===== config.mk =====
export PLATFORM = sky130hd
export DESIGN_NAME = achc_regs
export DESIGN_NICKNAME = d
export VERILOG_FILES = /design/src/achc_pkg.sv /design/src/achc_regs.sv
export VERILOG_INCLUDE_DIRS = /design/src
export SDC_FILE = /design/constraint.sdc
export NUM_CORES = 1
export LEC_CHECK = 0
export ABC_AREA = 0
export ABC_CLOCK_PERIOD_IN_PS = 5900
export BUFFER_PORTS_ARGS = -buffer_cell sky130_fd_sc_hd__buf_2
export CAP_MARGIN = 25
export CORE_MARGIN = 3
export CORE_UTILIZATION = 45
export DETAILED_ROUTE_END_ITERATION = 10
export PLACE_DENSITY = 0.67
export SYNTH_ARGS = -nofsm -noshare
export SYNTH_HDL_FRONTEND = slang
export SYNTH_SLANG_ARGS = --single-unit

===== constraint.sdc =====
create_clock -name clock_i -period 5.9 [get_ports clock_i]
set_input_delay 1.18 -clock clock_i [delete_from_list [all_inputs] [get_ports clock_i]]
set_output_delay 1.18 -clock clock_i [all_outputs]
set_load 0.02 [all_outputs]

===== src/achc_defines.svh =====
// register offsets, field positions, reset values and counts of the coder host registers
`ifndef ACHC_DEFINES_SVH
`define ACHC_DEFINES_SVH

// ==========================================================================
// register offsets
`define ACHC_OFS_SYS      4'h0
`define ACHC_OFS_PARA     4'h1
`define ACHC_OFS_CMD      4'h2

// ==========================================================================
// system_config fields
`define ACHC_SYS_HR       0
`define ACHC_SYS_CB_LO    1
`define ACHC_SYS_CB_HI    2
`define ACHC_SYS_DS       3
`define ACHC_SYS_BS       4
`define ACHC_SYS_BX       5
`define ACHC_SYS_PI       6
`define ACHC_SYS_PB       7
`define ACHC_SYS_HR_MASK  8'h01

// ==========================================================================
// coding_params fields
`define ACHC_PARA_AT_LO   4
`define ACHC_PARA_TM      5
`define ACHC_PARA_AT_HI   7
`define ACHC_PARA_AT_HLO  6

// ==========================================================================
// command_port and status_port fields
`define ACHC_CMD_IC       0
`define ACHC_CMD_JC       1
`define ACHC_CMD_RC       2
`define ACHC_CMD_JP       3
`define ACHC_ST_JS        0
`define ACHC_ST_DS        1
`define ACHC_ST_MS        2
`define ACHC_ST_IS        3
`define ACHC_ST_SC        4
`define ACHC_ST_PS        5

// ==========================================================================
// reset values and counts
`define ACHC_RST_SYS      8'h00
`define ACHC_RST_PARA     8'h00
`define ACHC_FF_BYTE      8'hFF
`define ACHC_SC_WIDTH     16

`endif


===== src/achc_pkg.sv =====
// types shared by the coder host register block
package achc_pkg;

   // ==========================================================================
   // code bus width encodings
   typedef enum logic [1:0] {
      ACHC_CW_8   = 2'b00,
      ACHC_CW_16  = 2'b01,
      ACHC_CW_32  = 2'b10,
      ACHC_CW_BAD = 2'b11
   } achc_code_width_t;

   // ==========================================================================
   // job sequencing states
   typedef enum logic [1:0] {
      ACHC_JOB_IDLE  = 2'b00,
      ACHC_JOB_RUN   = 2'b01,
      ACHC_JOB_PAUSE = 2'b11
   } achc_job_state_t;

endpackage : achc_pkg


===== src/achc_regs.sv =====
// host control and status registers of the binary-image arithmetic coder
`timescale 1ns/1ps
`include "achc_defines.svh"

module achc_regs
   import achc_pkg::*;
#(
   parameter int SC_WIDTH = `ACHC_SC_WIDTH
) (
   input  wire logic        clock_i,
   input  wire logic        rstn_i,
   input  wire logic [3:0]  addr_i,
   input  wire logic [7:0]  wdata_i,
   input  wire logic        wr_i,
   input  wire logic        rd_i,
   output logic      [7:0]  rdata_o,
   input  wire logic        ctx_init_done_i,
   input  wire logic        lines_done_i,
   input  wire logic        code_xfer_request_pin_i,
   input  wire logic        irq_pin_i,
   input  wire logic        marker_detect_i,
   input  wire logic        code_byte_valid_i,
   input  wire logic [7:0]  code_byte_i,
   input  wire logic        code_end_i,
   input  wire logic [31:0] image_pix_i,
   output logic             chip_reset_o,
   output logic             proc_run_o,
   output logic             early_stop_o,
   output logic             ctx_init_o,
   output logic             ctx_loadstore_o,
   output logic [1:0]       code_bus_width_o,
   output logic             code_bit_order_o,
   output logic             code_byte_order_o,
   output logic             image_if_select_o,
   output logic             image_bus_width_o,
   output logic             image_bit_order_o,
   output logic             template_select_o,
   output logic [6:0]       adaptive_pixel_pos_o,
   output logic [31:0]      code_word_o,
   output logic             code_word_valid_o,
   output logic [31:0]      image_bus_pins_o
);

   // ==========================================================================
   // reset release
   logic rst_meta;
   logic rst_n;

   always_ff @(posedge clock_i or negedge rstn_i) begin
      if (!rstn_i) begin
         rst_meta <= 1'b0;
         rst_n    <= 1'b0;
      end else begin
         rst_meta <= 1'b1;
         rst_n    <= rst_meta;
      end
   end

   // ==========================================================================
   // bus decode
   logic [7:0]      system_config;
   logic [7:0]      coding_params;
   achc_job_state_t job_state;
   achc_job_state_t next_job_state;
   logic            ctx_busy;
   logic            loadstore;
   logic            pause_mode_select;
   logic            job_done_flag;
   logic            marker_seen_flag;
   logic            ff_run_overflow;
   logic [SC_WIDTH-1:0] ff_count;

   wire sys_wr  = wr_i & (addr_i == `ACHC_OFS_SYS);
   wire para_wr = wr_i & (addr_i == `ACHC_OFS_PARA);
   wire cmd_wr  = wr_i & (addr_i == `ACHC_OFS_CMD);
   wire srst    = system_config[`ACHC_SYS_HR];

   wire run_set = cmd_wr & wdata_i[`ACHC_CMD_JC];
   wire run_clr = cmd_wr & ~wdata_i[`ACHC_CMD_JC];
   wire ic_set  = cmd_wr & wdata_i[`ACHC_CMD_IC];

   // status read instead of last command
   wire [7:0] status_port = {2'b00,
                             pause_mode_select,
                             ff_run_overflow,
                             irq_pin_i,
                             marker_seen_flag,
                             code_xfer_request_pin_i,
                             job_done_flag};

   wire [7:0] read_mux = (addr_i == `ACHC_OFS_SYS)  ? system_config :
                         (addr_i == `ACHC_OFS_PARA) ? coding_params :
                         (addr_i == `ACHC_OFS_CMD)  ? status_port   :
                                                      8'h00;

   always_ff @(posedge clock_i or negedge rst_n) begin
      if (!rst_n) begin
         rdata_o <= 8'h00;
      end else begin
         rdata_o <= rd_i ? read_mux : 8'h00;
      end
   end

   // ==========================================================================
   // system and parameter registers
   wire [7:0] sys_wr_val = sys_wr ? wdata_i : system_config;
   // other fields held at reset value while the reset bit is one
   wire [7:0] next_system_config = sys_wr_val[`ACHC_SYS_HR] ?
                                   (sys_wr_val & `ACHC_SYS_HR_MASK) : sys_wr_val;

   always_ff @(posedge clock_i or negedge rst_n) begin
      if (!rst_n) begin
         system_config <= `ACHC_RST_SYS;
      end else begin
         system_config <= next_system_config;
      end
   end

   always_ff @(posedge clock_i or negedge rst_n) begin
      if (!rst_n) begin
         coding_params <= `ACHC_RST_PARA;
      end else if (srst) begin
         coding_params <= `ACHC_RST_PARA;
      end else if (para_wr) begin
         coding_params <= wdata_i;
      end
   end

   // fields straight from the register flops
   assign chip_reset_o         = srst;
   assign code_bus_width_o     = system_config[`ACHC_SYS_CB_HI:`ACHC_SYS_CB_LO];
   assign code_bit_order_o     = system_config[`ACHC_SYS_BS];
   assign code_byte_order_o    = system_config[`ACHC_SYS_BX];
   assign image_if_select_o    = system_config[`ACHC_SYS_PI];
   assign image_bus_width_o    = system_config[`ACHC_SYS_PB];
   assign image_bit_order_o    = system_config[`ACHC_SYS_DS];
   assign template_select_o    = coding_params[`ACHC_PARA_TM];
   assign adaptive_pixel_pos_o = {coding_params[`ACHC_PARA_AT_HI:`ACHC_PARA_AT_HLO],
                                  coding_params[`ACHC_PARA_AT_LO:0]};
   assign ctx_init_o           = ctx_busy;
   assign ctx_loadstore_o      = loadstore;

   // ==========================================================================
   // job sequencing
   always_comb begin
      next_job_state = job_state;
      unique case (job_state)
         ACHC_JOB_IDLE: begin
            if (run_set) begin
               next_job_state = ACHC_JOB_RUN;
            end
         end
         ACHC_JOB_RUN: begin
            if (run_clr) begin
               next_job_state = ACHC_JOB_IDLE;
            end else if (lines_done_i) begin
               next_job_state = pause_mode_select ? ACHC_JOB_PAUSE
                                                  : ACHC_JOB_IDLE;
            end
         end
         ACHC_JOB_PAUSE: begin
            if (run_clr) begin
               next_job_state = ACHC_JOB_IDLE;
            end else if (run_set) begin
               next_job_state = ACHC_JOB_RUN;
            end
         end
         default: begin
            next_job_state = ACHC_JOB_IDLE;
         end
      endcase
   end

   wire term_end  = (job_state == ACHC_JOB_RUN) & lines_done_i & ~run_clr & ~pause_mode_select;
   wire init_end  = ctx_busy & ctx_init_done_i;
   wire stop_now  = (job_state == ACHC_JOB_RUN) & run_clr;
   wire ff_byte   = code_byte_valid_i & (code_byte_i == `ACHC_FF_BYTE);
   wire ff_wrap   = ff_byte & (&ff_count);

   always_ff @(posedge clock_i or negedge rst_n) begin
      if (!rst_n) begin
         job_state    <= ACHC_JOB_IDLE;
         proc_run_o   <= 1'b0;
         early_stop_o <= 1'b0;
      end else if (srst) begin
         job_state    <= ACHC_JOB_IDLE;
         proc_run_o   <= 1'b0;
         early_stop_o <= 1'b0;
      end else begin
         job_state    <= next_job_state;
         proc_run_o   <= (next_job_state == ACHC_JOB_RUN);
         early_stop_o <= stop_now;
      end
   end

   // ==========================================================================
   // command bits and sticky flags, set wins over clear
   always_ff @(posedge clock_i or negedge rst_n) begin
      if (!rst_n) begin
         ctx_busy          <= 1'b0;
         loadstore         <= 1'b0;
         pause_mode_select <= 1'b0;
         job_done_flag     <= 1'b0;
         marker_seen_flag  <= 1'b0;
         ff_run_overflow   <= 1'b0;
      end else if (srst) begin
         ctx_busy          <= 1'b0;
         loadstore         <= 1'b0;
         pause_mode_select <= 1'b0;
         job_done_flag     <= 1'b0;
         marker_seen_flag  <= 1'b0;
         ff_run_overflow   <= 1'b0;
      end else begin
         ctx_busy          <= ic_set | (ctx_busy & ~ctx_init_done_i);
         loadstore         <= cmd_wr ? wdata_i[`ACHC_CMD_RC] : loadstore;
         pause_mode_select <= cmd_wr ? wdata_i[`ACHC_CMD_JP] : pause_mode_select;
         job_done_flag     <= init_end | term_end |
                              (job_done_flag & ~(run_set | ic_set));
         marker_seen_flag  <= marker_detect_i | (marker_seen_flag & ~run_set);
         ff_run_overflow   <= ff_wrap | (ff_run_overflow & ~run_set);
      end
   end

   // consecutive 0xFF counter, coding goes on after overflow
   always_ff @(posedge clock_i or negedge rst_n) begin
      if (!rst_n) begin
         ff_count <= '0;
      end else if (srst) begin
         ff_count <= '0;
      end else if (code_byte_valid_i) begin
         ff_count <= ff_byte ? ff_count + 1'b1 : '0;
      end
   end

   // ==========================================================================
   // code bus packer
   logic [31:0] pack_acc;
   logic [1:0]  pack_cnt;
   logic [31:0] lane_word;

   wire [1:0] lane_last = (code_bus_width_o == ACHC_CW_32) ? 2'd3 :
                          (code_bus_width_o == ACHC_CW_16) ? 2'd1 : 2'd0;
   wire [7:0] byte_rev  = {code_byte_i[0], code_byte_i[1], code_byte_i[2], code_byte_i[3],
                           code_byte_i[4], code_byte_i[5], code_byte_i[6], code_byte_i[7]};
   // incoming bit 7 is the earliest bit
   wire [7:0] byte_in   = code_bit_order_o ? byte_rev : code_byte_i;
   wire       word_done = code_byte_valid_i & ((pack_cnt == lane_last) | code_end_i);

   logic [31:0] next_pack_acc;
   always_comb begin
      next_pack_acc = pack_acc;
      next_pack_acc[{pack_cnt, 3'b000} +: 8] = byte_in;
   end

   // earliest byte to lane 0, reversed under byte swap; unused lanes zero
   genvar k;
   generate
      for (k = 0; k < 4; k++) begin : g_lane
         wire [1:0] src = code_byte_order_o ? (lane_last - 2'(k)) : 2'(k);
         assign lane_word[8*k +: 8] = (2'(k) > lane_last) ? 8'h00 :
                                      next_pack_acc[{src, 3'b000} +: 8];
      end
   endgenerate

   always_ff @(posedge clock_i or negedge rst_n) begin
      if (!rst_n) begin
         pack_acc          <= 32'h0000_0000;
         pack_cnt          <= 2'd0;
         code_word_o       <= 32'h0000_0000;
         code_word_valid_o <= 1'b0;
      end else if (srst) begin
         pack_acc          <= 32'h0000_0000;
         pack_cnt          <= 2'd0;
         code_word_o       <= 32'h0000_0000;
         code_word_valid_o <= 1'b0;
      end else if (word_done) begin
         // acc is cleared, so unfilled lanes of a last word carry zero bytes
         pack_acc          <= 32'h0000_0000;
         pack_cnt          <= 2'd0;
         code_word_o       <= lane_word;
         code_word_valid_o <= 1'b1;
      end else begin
         pack_acc          <= code_byte_valid_i ? next_pack_acc : pack_acc;
         pack_cnt          <= code_byte_valid_i ? pack_cnt + 2'd1 : pack_cnt;
         code_word_valid_o <= 1'b0;
      end
   end

   // ==========================================================================
   // parallel image bus ordering, image_pix_i[0] is the leftmost pixel
   logic [31:0] par_word;

   generate
      for (k = 0; k < 32; k++) begin : g_pix
         wire p32 = image_bit_order_o ? image_pix_i[k] : image_pix_i[31-k];
         if (k < 16) begin : g_low
            wire p16 = image_bit_order_o ? image_pix_i[k] : image_pix_i[15-k];
            assign par_word[k] = image_bus_width_o ? p16 : p32;
         end else begin : g_high
            assign par_word[k] = image_bus_width_o ? 1'b0 : p32;
         end
      end
   endgenerate

   always_ff @(posedge clock_i or negedge rst_n) begin
      if (!rst_n) begin
         image_bus_pins_o <= 32'h0000_0000;
      end else if (srst) begin
         image_bus_pins_o <= 32'h0000_0000;
      end else begin
         image_bus_pins_o <= image_if_select_o ? par_word : 32'h0000_0000;
      end
   end

   // ==========================================================================
   // checks
   property p_soft_reset_holds;
      @(posedge clock_i) disable iff (!rst_n)
      sys_wr && wdata_i[`ACHC_SYS_HR] |=> chip_reset_o && system_config[7:1] == 7'h00
                                          ##1 !proc_run_o;
   endproperty
   a_soft_reset_holds: assert property (p_soft_reset_holds)
      else $error("soft reset bit did not hold the block in reset");

   property p_init_ends;
      @(posedge clock_i) disable iff (!rst_n)
      ctx_busy && ctx_init_done_i && !ic_set && !srst |=> !ctx_init_o && job_done_flag;
   endproperty
   a_init_ends: assert property (p_init_ends)
      else $error("context init bit did not drop with done flag");

   property p_terminate_end;
      @(posedge clock_i) disable iff (!rst_n)
      term_end && !srst |=> job_state == ACHC_JOB_IDLE && !proc_run_o && job_done_flag;
   endproperty
   a_terminate_end: assert property (p_terminate_end)
      else $error("terminate end did not clear run and set done");

   property p_pause_end;
      @(posedge clock_i) disable iff (!rst_n)
      job_state == ACHC_JOB_RUN && lines_done_i && pause_mode_select && !cmd_wr && !srst
      |=> job_state == ACHC_JOB_PAUSE && !proc_run_o && !job_done_flag;
   endproperty
   a_pause_end: assert property (p_pause_end)
      else $error("pause did not halt or set done wrongly");

   property p_status_read;
      @(posedge clock_i) disable iff (!rst_n)
      rd_i && addr_i == `ACHC_OFS_CMD |=> rdata_o[`ACHC_ST_DS] == $past(code_xfer_request_pin_i)
                                        && rdata_o[`ACHC_ST_IS] == $past(irq_pin_i);
   endproperty
   a_status_read: assert property (p_status_read)
      else $error("status read does not reflect the pins");

   property p_marker_sticky;
      @(posedge clock_i) disable iff (!rst_n)
      marker_detect_i && !srst |=> marker_seen_flag;
   endproperty
   a_marker_sticky: assert property (p_marker_sticky)
      else $error("marker flag lost");

   property p_early_stop;
      @(posedge clock_i) disable iff (!rst_n)
      job_state == ACHC_JOB_RUN && run_clr && !srst |=> early_stop_o ##1 !early_stop_o;
   endproperty
   a_early_stop: assert property (p_early_stop)
      else $error("early stop pulse wrong");

   property p_pad_zero;
      @(posedge clock_i) disable iff (!rst_n)
      code_byte_valid_i && code_end_i && pack_cnt == 2'd0 && lane_last == 2'd3 && !srst
      |=> code_word_valid_o && ($past(code_byte_order_o) ? code_word_o[23:0] == 24'h000000
                                                         : code_word_o[31:8] == 24'h000000);
   endproperty
   a_pad_zero: assert property (p_pad_zero)
      else $error("last code word not padded with zero bytes");

   property p_ff_overflow;
      @(posedge clock_i) disable iff (!rst_n)
      ff_wrap && !srst |=> ff_run_overflow && ff_count == '0;
   endproperty
   a_ff_overflow: assert property (p_ff_overflow)
      else $error("ff run overflow not flagged");

   property p_image_order;
      @(posedge clock_i) disable iff (!rst_n)
      image_if_select_o && !image_bus_width_o && !image_bit_order_o && !srst
      |=> image_bus_pins_o[31] == $past(image_pix_i[0]);
   endproperty
   a_image_order: assert property (p_image_order)
      else $error("leftmost pixel not on top pin");

endmodule : achc_regs


==> results of run 1 <==
==> sequential cells by signal, indices dropped and copies added (netlist names), 2 cells and up <==
name	cells
pack_acc	32
system_config	8
job_state	2
image_bus_pins_o	32
rdata_o	8
coding_params	8
code_word_o	32
ff_count	16
pack_cnt	2
==> placed cells by master (no fill, tap or decap), types with 17 or more instances in the layout <==
cell	instances
a21oi_1	46
a22o_1	33
a32o_1	31
buf_2	155
clkbuf_16	17
dfrtp_1	149
inv_1	27
mux2i_1	66
nand2_1	23
nor2_1	88
nor2b_1	25
o211ai_1	58
==> layout make-up <==
cell class                      instances  area, µm²  area share
Tap cell                              220        275      0.0292
Multi-Input combinational cell        538       3820       0.405
Sequential cell                       151       3780       0.401
Inverter                               27        101      0.0107
Clock buffer                           19        433      0.0458
Clock inverter                         12        176      0.0187
Timing Repair Buffer                  165        851      0.0901
==> worst register-to-register path, stage by stage (launching register included) <==
cell	delay [ns]
dfrtp_1	0.39
inv_1	0.10
ha_1	0.73
nand2b_1	0.47
buf_4	0.34
mux2i_1	0.44
o221ai_1	0.17
a32o_1	0.29
==> power by group through the flow <==
stage | combinational [µW] | clock [µW] | sequential [µW]
final | 244 | 1140 | 1080
after CTS | 243 | 1160 | 1080
after global routing | 268 | 1210 | 1090
after detailed placement | 242 | 0 | 1100
after global placement | 241 | 0 | 1100
after floorplan | 127 | 0 | 1120
==> logic make-up (layout without fill, tap and decap cells) <==
family	count (synthesis)	after routing
simple gates	216	216
flops	151	151
fa+ha+maj	9	9
other cells	1	1
mux	77	77
compound gates	224	224
xor+xnor	11	11
buf+inv	80	223
==> worst min-delay path by stage <==
stage / slack [ns] / endpoint / cells past startpoint / start
finish: 0.33 / proc_run_o$_DFF_PN0_ / 0 / rst_n$_DFF_PN0_
global route: 0.37 / rst_n$_DFF_PN0_ / 0 / rst_meta$_DFF_PN0_
CTS: 0.35 / proc_run_o$_DFF_PN0_ / 0 / rst_n$_DFF_PN0_
detailed placement: 0.34 / rst_n$_DFF_PN0_ / 0 / rst_meta$_DFF_PN0_
global placement: 0.34 / rst_n$_DFF_PN0_ / 0 / rst_meta$_DFF_PN0_
floorplan: 0.33 / rst_n$_DFF_PN0_ / 0 / rst_meta$_DFF_PN0_
==> through the flow <==
step	cells	area (µm²)	setup WS [ns]
3_5_place_dp	1100	8830	2.86
6_report	1132	9440	2.86
3_3_place_gp	1099	8820	2.86
2_1_floorplan	769	7930	1.38
4_1_cts	1131	9440	2.93
5_1_grt	1132	9440	2.64
==> per-layer routing <==
metal / global-route usage / up-vias / routed length (µm)
met5: 0 / - / 0
met4: 0.0680 / 0 / 474
met3: 0.0783 / 41 / 2490
met2: 0.338 / 393 / 9750
met1: 0.340 / 3297 / 9970
li1: - / 3140 / -
==> flow_metrics.py, run 1 <==
metrics = {
    "cts": {
        "ctsResizeCount": 0,
        "cts_tree": "built",
        "cts_buffer_depth": 2,
        "cts-root-buf": "clkbuf_16",
        "post_cts_buffers": 0,
        "postCtsHoldBufs": 0,
        "clock_latency_ns": 0.42,
        "numCtsBuffers": 17,
        "cts.sinks": 151,
        "h-tree-depth": 4,
        "clk_pin_slew_ns": 0.07,
    },
    "power": {
        "internal-power_uw": 1840,
        "total_power_uw": 2470,
        "p_clk_frac": 0.463,
        "netSwitchingFraction": 0.255,
        "power.share.combinational": 0.099,
        "cellLeakagePower_uw": 0.00433,
        "irDropWorstVdd_mv": 0.229,
        "pwr-share-seq": 0.438,
        "power-per-cell-area_mw_per_mm2": 262,
        "power.net_switching_uw": 631,
    },
    "yosys": {
        "synth_xor_area_frac": 0.0122,
        "synth_common_cells": "dfrtp_1, nor2_1, mux2i_1",
        "synth.area.top_cells": "dfrtp_1, mux2i_1, o211ai_1, nor2_1, a32o_1",
        "synth_top_area_share": 0.477,
        "synthAdderAreaFrac": 0.0142,
        "syn_area_mm2": 0.00793,
        "synth_cell_types": 59,
        "synth-edff-count": 0,
        "syn_nets": 841,
        "yosys.area.top_type": "dfrtp_1",
        "yosysSeqAreaShare": 0.477,
        "synthFlopType": "dfrtp_1",
        "synth_compound_area_frac": 0.211,
        "synth.most_common_cell": "dfrtp_1",
        "ys.warnings.count": 0,
        "synthCells": 769,
        "synth_top_family_by_area": "compound AO/OA/AOI/OAI gates",
        "synthMuxAreaShare": 0.0993,
        "synthArstFlopShare": 1.00,
        "avgSynthCellArea_um2": 10.3,
        "ys_ff_latch": 151,
        "yosys.area_share.simple": 0.145,
    },
    "timing": {
        "hold_violations": 0,
        "final_max_slew_viol_count": 0,
        "rsz0062_at_grt": "no",
        "worst_pin_slew_ns": 1.08,
        "final.min_clock_period_ns": 3.04,
        "tns_ns": 0,
        "finClkSkew_ns": 0.0130,
        "post-route-period-util": 0.516,
        "relSlewSlack": 0.274,
        "max_freq_mhz": 329,
        "whs_ns": 0.328,
        "setup_viol": 0,
    },
    "setup_path": {
        "cp_num_cells": 7,
        "worstPathRequired_ns": 6.21,
        "setup.worst_path.class": "reg2reg",
        "crit_path_cell_trace": "inv_1 > ha_1 > nand2b_1 > buf_4 > mux2i_1 > o221ai_1 > a32o_1",
        "path_delay_family": "adder cells",
        "cp-endpoint": "code_word_o[2]$_DFFE_PN0P_",
        "cp_num_buf_inv": 2,
        "slowest_stage": "ha_1",
        "path_max_fanout": 19,
        "rr_worst_depth": 7,
        "rrSetupSlack_ns": 2.86,
        "r2r_end": "code_word_o[2]$_DFFE_PN0P_",
        "max_stage_delay_ns": 0.73,
        "cp-startpoint": "system_config[1]$_DFFE_PN0P_",
        "crit_path_end_kind": "register",
        "arrival_ns": 3.35,
        "r2r-start": "system_config[1]$_DFFE_PN0P_",
        "startpoint_type": "register",
    },
    "route": {
        "wirelength_um": 22700,
        "ant_nets": 0,
        "viasPerCell": 6.07,
        "vias": 6871,
        "wl_per_cell_um": 20.0,
        "drtIter0Drc": 559,
        "drc": 0,
        "first_pass_iters": 5,
    },
    "min_path": {
        "hold_path_class": "reg2async",
    },
    "floorplan": {
        "die_w_um": 139,
        "core_area_mm2": 0.0169,
        "die_y_um": 139,
        "die_area_mm2": 0.0192,
        "rows": 47,
        "ios": 156,
        "initial_core_util": 0.468,
    },
    "place": {
        "post-dp-hpwl_um": 16400,
        "place.gp.congestion": 0.928,
        "io_buffers": 155,
    },
    "global_routing": {
        "grt_max_degree": 61,
        "grt_pass1_wl_um": 36700,
        "globalRouteOverflowTotal": 0,
        "grt_use_total": 0.235,
        "grt_pass1_vias": 6607,
        "antenna_found_initial": 0,
    },
    "cells_and_area": {
        "drive_gt1_frac": 0.241,
        "num-nets-final": 972,
        "area_growth_pct": 19.2,
        "final.fill_count": 1455,
        "utilization": 0.558,
        "diodes": 0,
    },
    "run_status": {
        "outcome": "complete, no violations",
    },
    "run": {
        "drv_cap": 0,
    },
}
Power figures use the tool's default switching activity.
==> run 2, diff against run 1 <==
--- a/config.mk
+++ b/config.mk
@@ -6,14 +6,14 @@
 export SDC_FILE = /design/constraint.sdc
 export NUM_CORES = 1
 export LEC_CHECK = 0
-export ABC_AREA = 0
-export ABC_CLOCK_PERIOD_IN_PS = 5900
+export ABC_AREA = 1
+export ABC_CLOCK_PERIOD_IN_PS = 2700
 export BUFFER_PORTS_ARGS = -buffer_cell sky130_fd_sc_hd__buf_2
 export CAP_MARGIN = 25
 export CORE_MARGIN = 3
 export CORE_UTILIZATION = 45
 export DETAILED_ROUTE_END_ITERATION = 10
-export PLACE_DENSITY = 0.67
+export PLACE_DENSITY = 0.7
 export SYNTH_ARGS = -nofsm -noshare
 export SYNTH_HDL_FRONTEND = slang
 export SYNTH_SLANG_ARGS = --single-unit
==> constraint.sdc (replaced) <==
create_clock -name clock_i -period 2.7 [get_ports clock_i]
set_input_delay 0.54 -clock clock_i [delete_from_list [all_inputs] [get_ports clock_i]]
set_output_delay 0.54 -clock clock_i [all_outputs]
set_load 0.02 [all_outputs]
==> run 2 against run 1 <==
Compared with the run above:
- combinational power rose by 150%
- clock power grew 120%
- sequential cell count unchanged
- area after synthesis up 0.68%
- total power up 120%
- synthesized cell count increased by 37%
- fmax increased by 34%
- register-to-register slack worse by 2.4 ns
- sequential share of layout area fell by 0.71 points
- non-clock buffer count grew 8
- cell area up 1.8%
- wire length rose by 3.3%
==> flow_metrics.py, run 2 <==
metrics = {
    "power": {
        "power-per-cell-area_mw_per_mm2": 568,
        "cellLeakagePower_uw": 0.00537,
        "irDropWorstVdd_mv": 0.400,
        "total_power_uw": 5460,
    },
    "setup_path": {
        "arrival_ns": 2.64,
        "cp-startpoint": "system_config[1]$_DFFE_PN0P_",
        "rrSetupSlack_ns": 0.42,
        "startpoint_type": "register",
        "crit_path_end_kind": "register",
        "worstPathRequired_ns": 3.07,
        "path_max_fanout": 8,
        "rr_worst_depth": 9,
        "cp-endpoint": "code_word_o[12]$_DFFE_PN0P_",
        "r2r_end": "code_word_o[12]$_DFFE_PN0P_",
        "r2r-start": "system_config[1]$_DFFE_PN0P_",
        "setup.worst_path.class": "reg2reg",
    },
    "floorplan": {
        "die_w_um": 139,
        "die_area_mm2": 0.0194,
        "ios": 156,
        "die_y_um": 139,
        "rows": 48,
        "core_area_mm2": 0.0173,
        "initial_core_util": 0.461,
    },
    "yosys": {
        "synth_common_cells": "nand2_1, nand3_1, dfrtp_1",
        "ys_ff_latch": 151,
        "yosysSeqAreaShare": 0.474,
        "synth_top_area_share": 0.474,
        "synthArstFlopShare": 1.00,
        "yosys.area.top_type": "dfrtp_1",
        "synth.area.top_cells": "dfrtp_1, nand2_1, nand3_1, inv_1, a21oi_1",
        "synth-edff-count": 0,
        "avgSynthCellArea_um2": 7.57,
        "synth_cell_types": 39,
        "synthCells": 1054,
        "syn_area_mm2": 0.00798,
        "synthFlopType": "dfrtp_1",
        "syn_nets": 1126,
        "ys.warnings.count": 0,
        "synth.most_common_cell": "nand2_1",
    },
    "route": {
        "drc": 0,
        "first_pass_iters": 5,
        "wirelength_um": 23400,
        "drtIter0Drc": 679,
        "ant_nets": 0,
        "vias": 7700,
        "viasPerCell": 5.34,
        "wl_per_cell_um": 16.2,
    },
    "cts": {
        "h-tree-depth": 4,
        "cts_tree": "built",
        "clock_latency_ns": 0.43,
        "cts.sinks": 151,
        "clk_pin_slew_ns": 0.07,
        "numCtsBuffers": 17,
        "ctsResizeCount": 0,
        "cts_buffer_depth": 2,
        "cts-root-buf": "clkbuf_16",
    },
    "global_routing": {
        "grt_pass1_wl_um": 38900,
        "grt_max_degree": 59,
        "grt_use_total": 0.248,
        "globalRouteOverflowTotal": 0,
        "grt_pass1_vias": 7447,
        "antenna_found_initial": 0,
    },
    "timing": {
        "final.min_clock_period_ns": 2.28,
        "whs_ns": 0.352,
        "final_max_slew_viol_count": 0,
        "worst_pin_slew_ns": 0.758,
        "hold_violations": 0,
        "finClkSkew_ns": 0.0106,
        "tns_ns": 0,
        "rsz0062_at_grt": "no",
        "setup_slack_ns": 0.423,
        "max_freq_mhz": 439,
        "relSlewSlack": 0.494,
        "post-route-period-util": 0.843,
        "setup_viol": 0,
    },
    "place": {
        "post-dp-hpwl_um": 16700,
        "place.gp.congestion": 0.926,
        "io_buffers": 155,
        "pre_cts_slack_ns": 0.482,
    },
    "cells_and_area": {
        "num-nets-final": 1276,
        "diodes": 0,
        "area_growth_pct": 20.4,
        "final_cell_mix": "nand2_1, nand3_1, buf_2",
        "final_common_cell": "nand2_1",
        "utilization": 0.556,
        "reg_top3": "code_word_o x32, image_bus_pins_o x32, pack_acc x32",
        "drive_gt1_frac": 0.203,
    },
    "min_path": {
        "hold_path_class": "reg2async",
    },
    "run_status": {
        "outcome": "complete, no violations",
    },
    "run": {
        "drv_cap": 0,
    },
}
## run 2: cell types whose count changed in the layout (fill, tap and decap cells not counted), sizes merged, moves of 15 or more
cell,before,now
o21ai,12,29
nor2,88,49
o211ai,58,16
a32o,31,0
nor2b,25,0
nand4,7,22
inv,29,102
a22o,33,0
mux2i,67,1
nand3,10,179
nand2,23,395
a21oi,47,32
## run 2: cell families (layout without fill, tap and decap cells)
group / Yosys count / count (layout) / synth area share
xor gates and xnor gates: 2 / 2 / 0.00220
AOI/OAI and AO/OA: 94 / 94 / 0.0695
other: 1 / 1 / 0.000470
DFF: 151 / 151 / 0.474
and+or+nand+nor: 655 / 655 / 0.364
muxes: 2 / 2 / 0.00267
buffers and inverters: 140 / 303 / 0.0739
adders and majority gates: 9 / 9 / 0.0141
## run 2: final cells by class
class	count	area (µm²)
clock inverters	14	188
repair buffers	173	951
well taps	225	282
flip-flops and latches	151	3780
clock buffers	18	429
multi-input cells	763	3610
inverters	98	368
fillers	1663	7690
## run 2: power by group
part / switching (µW) / total [µW] / internal, µW
Sequential: 37.7 / 2330 / 2300
Combinational: 439 / 606 / 167
Clock: 1030 / 2520 / 1480
## run 2: worst max-delay path: stages, from the launching register on
cell,delay [ns]
dfrtp_1,0.40
inv_1,0.11
ha_1,0.53
or2_1,0.16
nand4_1,0.09
nand2_2,0.15
nand2_1,0.13
nor2_2,0.41
nand3_1,0.15
nand2_1,0.08
## run 2: metrics by stage
stage	cell area, µm²	std cells
after global routing	9610	1442
after floorplan	7980	1054
after global placement	8980	1409
after detailed placement	8980	1409
after CTS	9610	1442
final	9610	1442
## run 2: layer usage
layer / global-route usage / wire [µm] / up-vias
met5: 0 / 0 / -
met4: 0.0808 / 596 / 0
met3: 0.0683 / 2000 / 41
met2: 0.395 / 10900 / 338
met1: 0.330 / 9900 / 3589
li1: - / - / 3732
## run 2: how the worst min path moves through the flow
| stage | end |
|---|---|
| finish | rdata_o[0]$_DFF_PN0_ |
| global route | marker_seen_flag$_DFF_PN0_ |
| CTS | marker_seen_flag$_DFF_PN0_ |
| detailed placement | rst_meta$_DFF_PN0_ |
| global placement | rst_meta$_DFF_PN0_ |
| floorplan | rst_meta$_DFF_PN0_ |
## run 2: what timing repair did
item / 4_1_cts / 5_1_grt
endpoints found under the hold margin: 2 / 0
hold buffers: 1 / 0
buffers inserted: 0 / 0
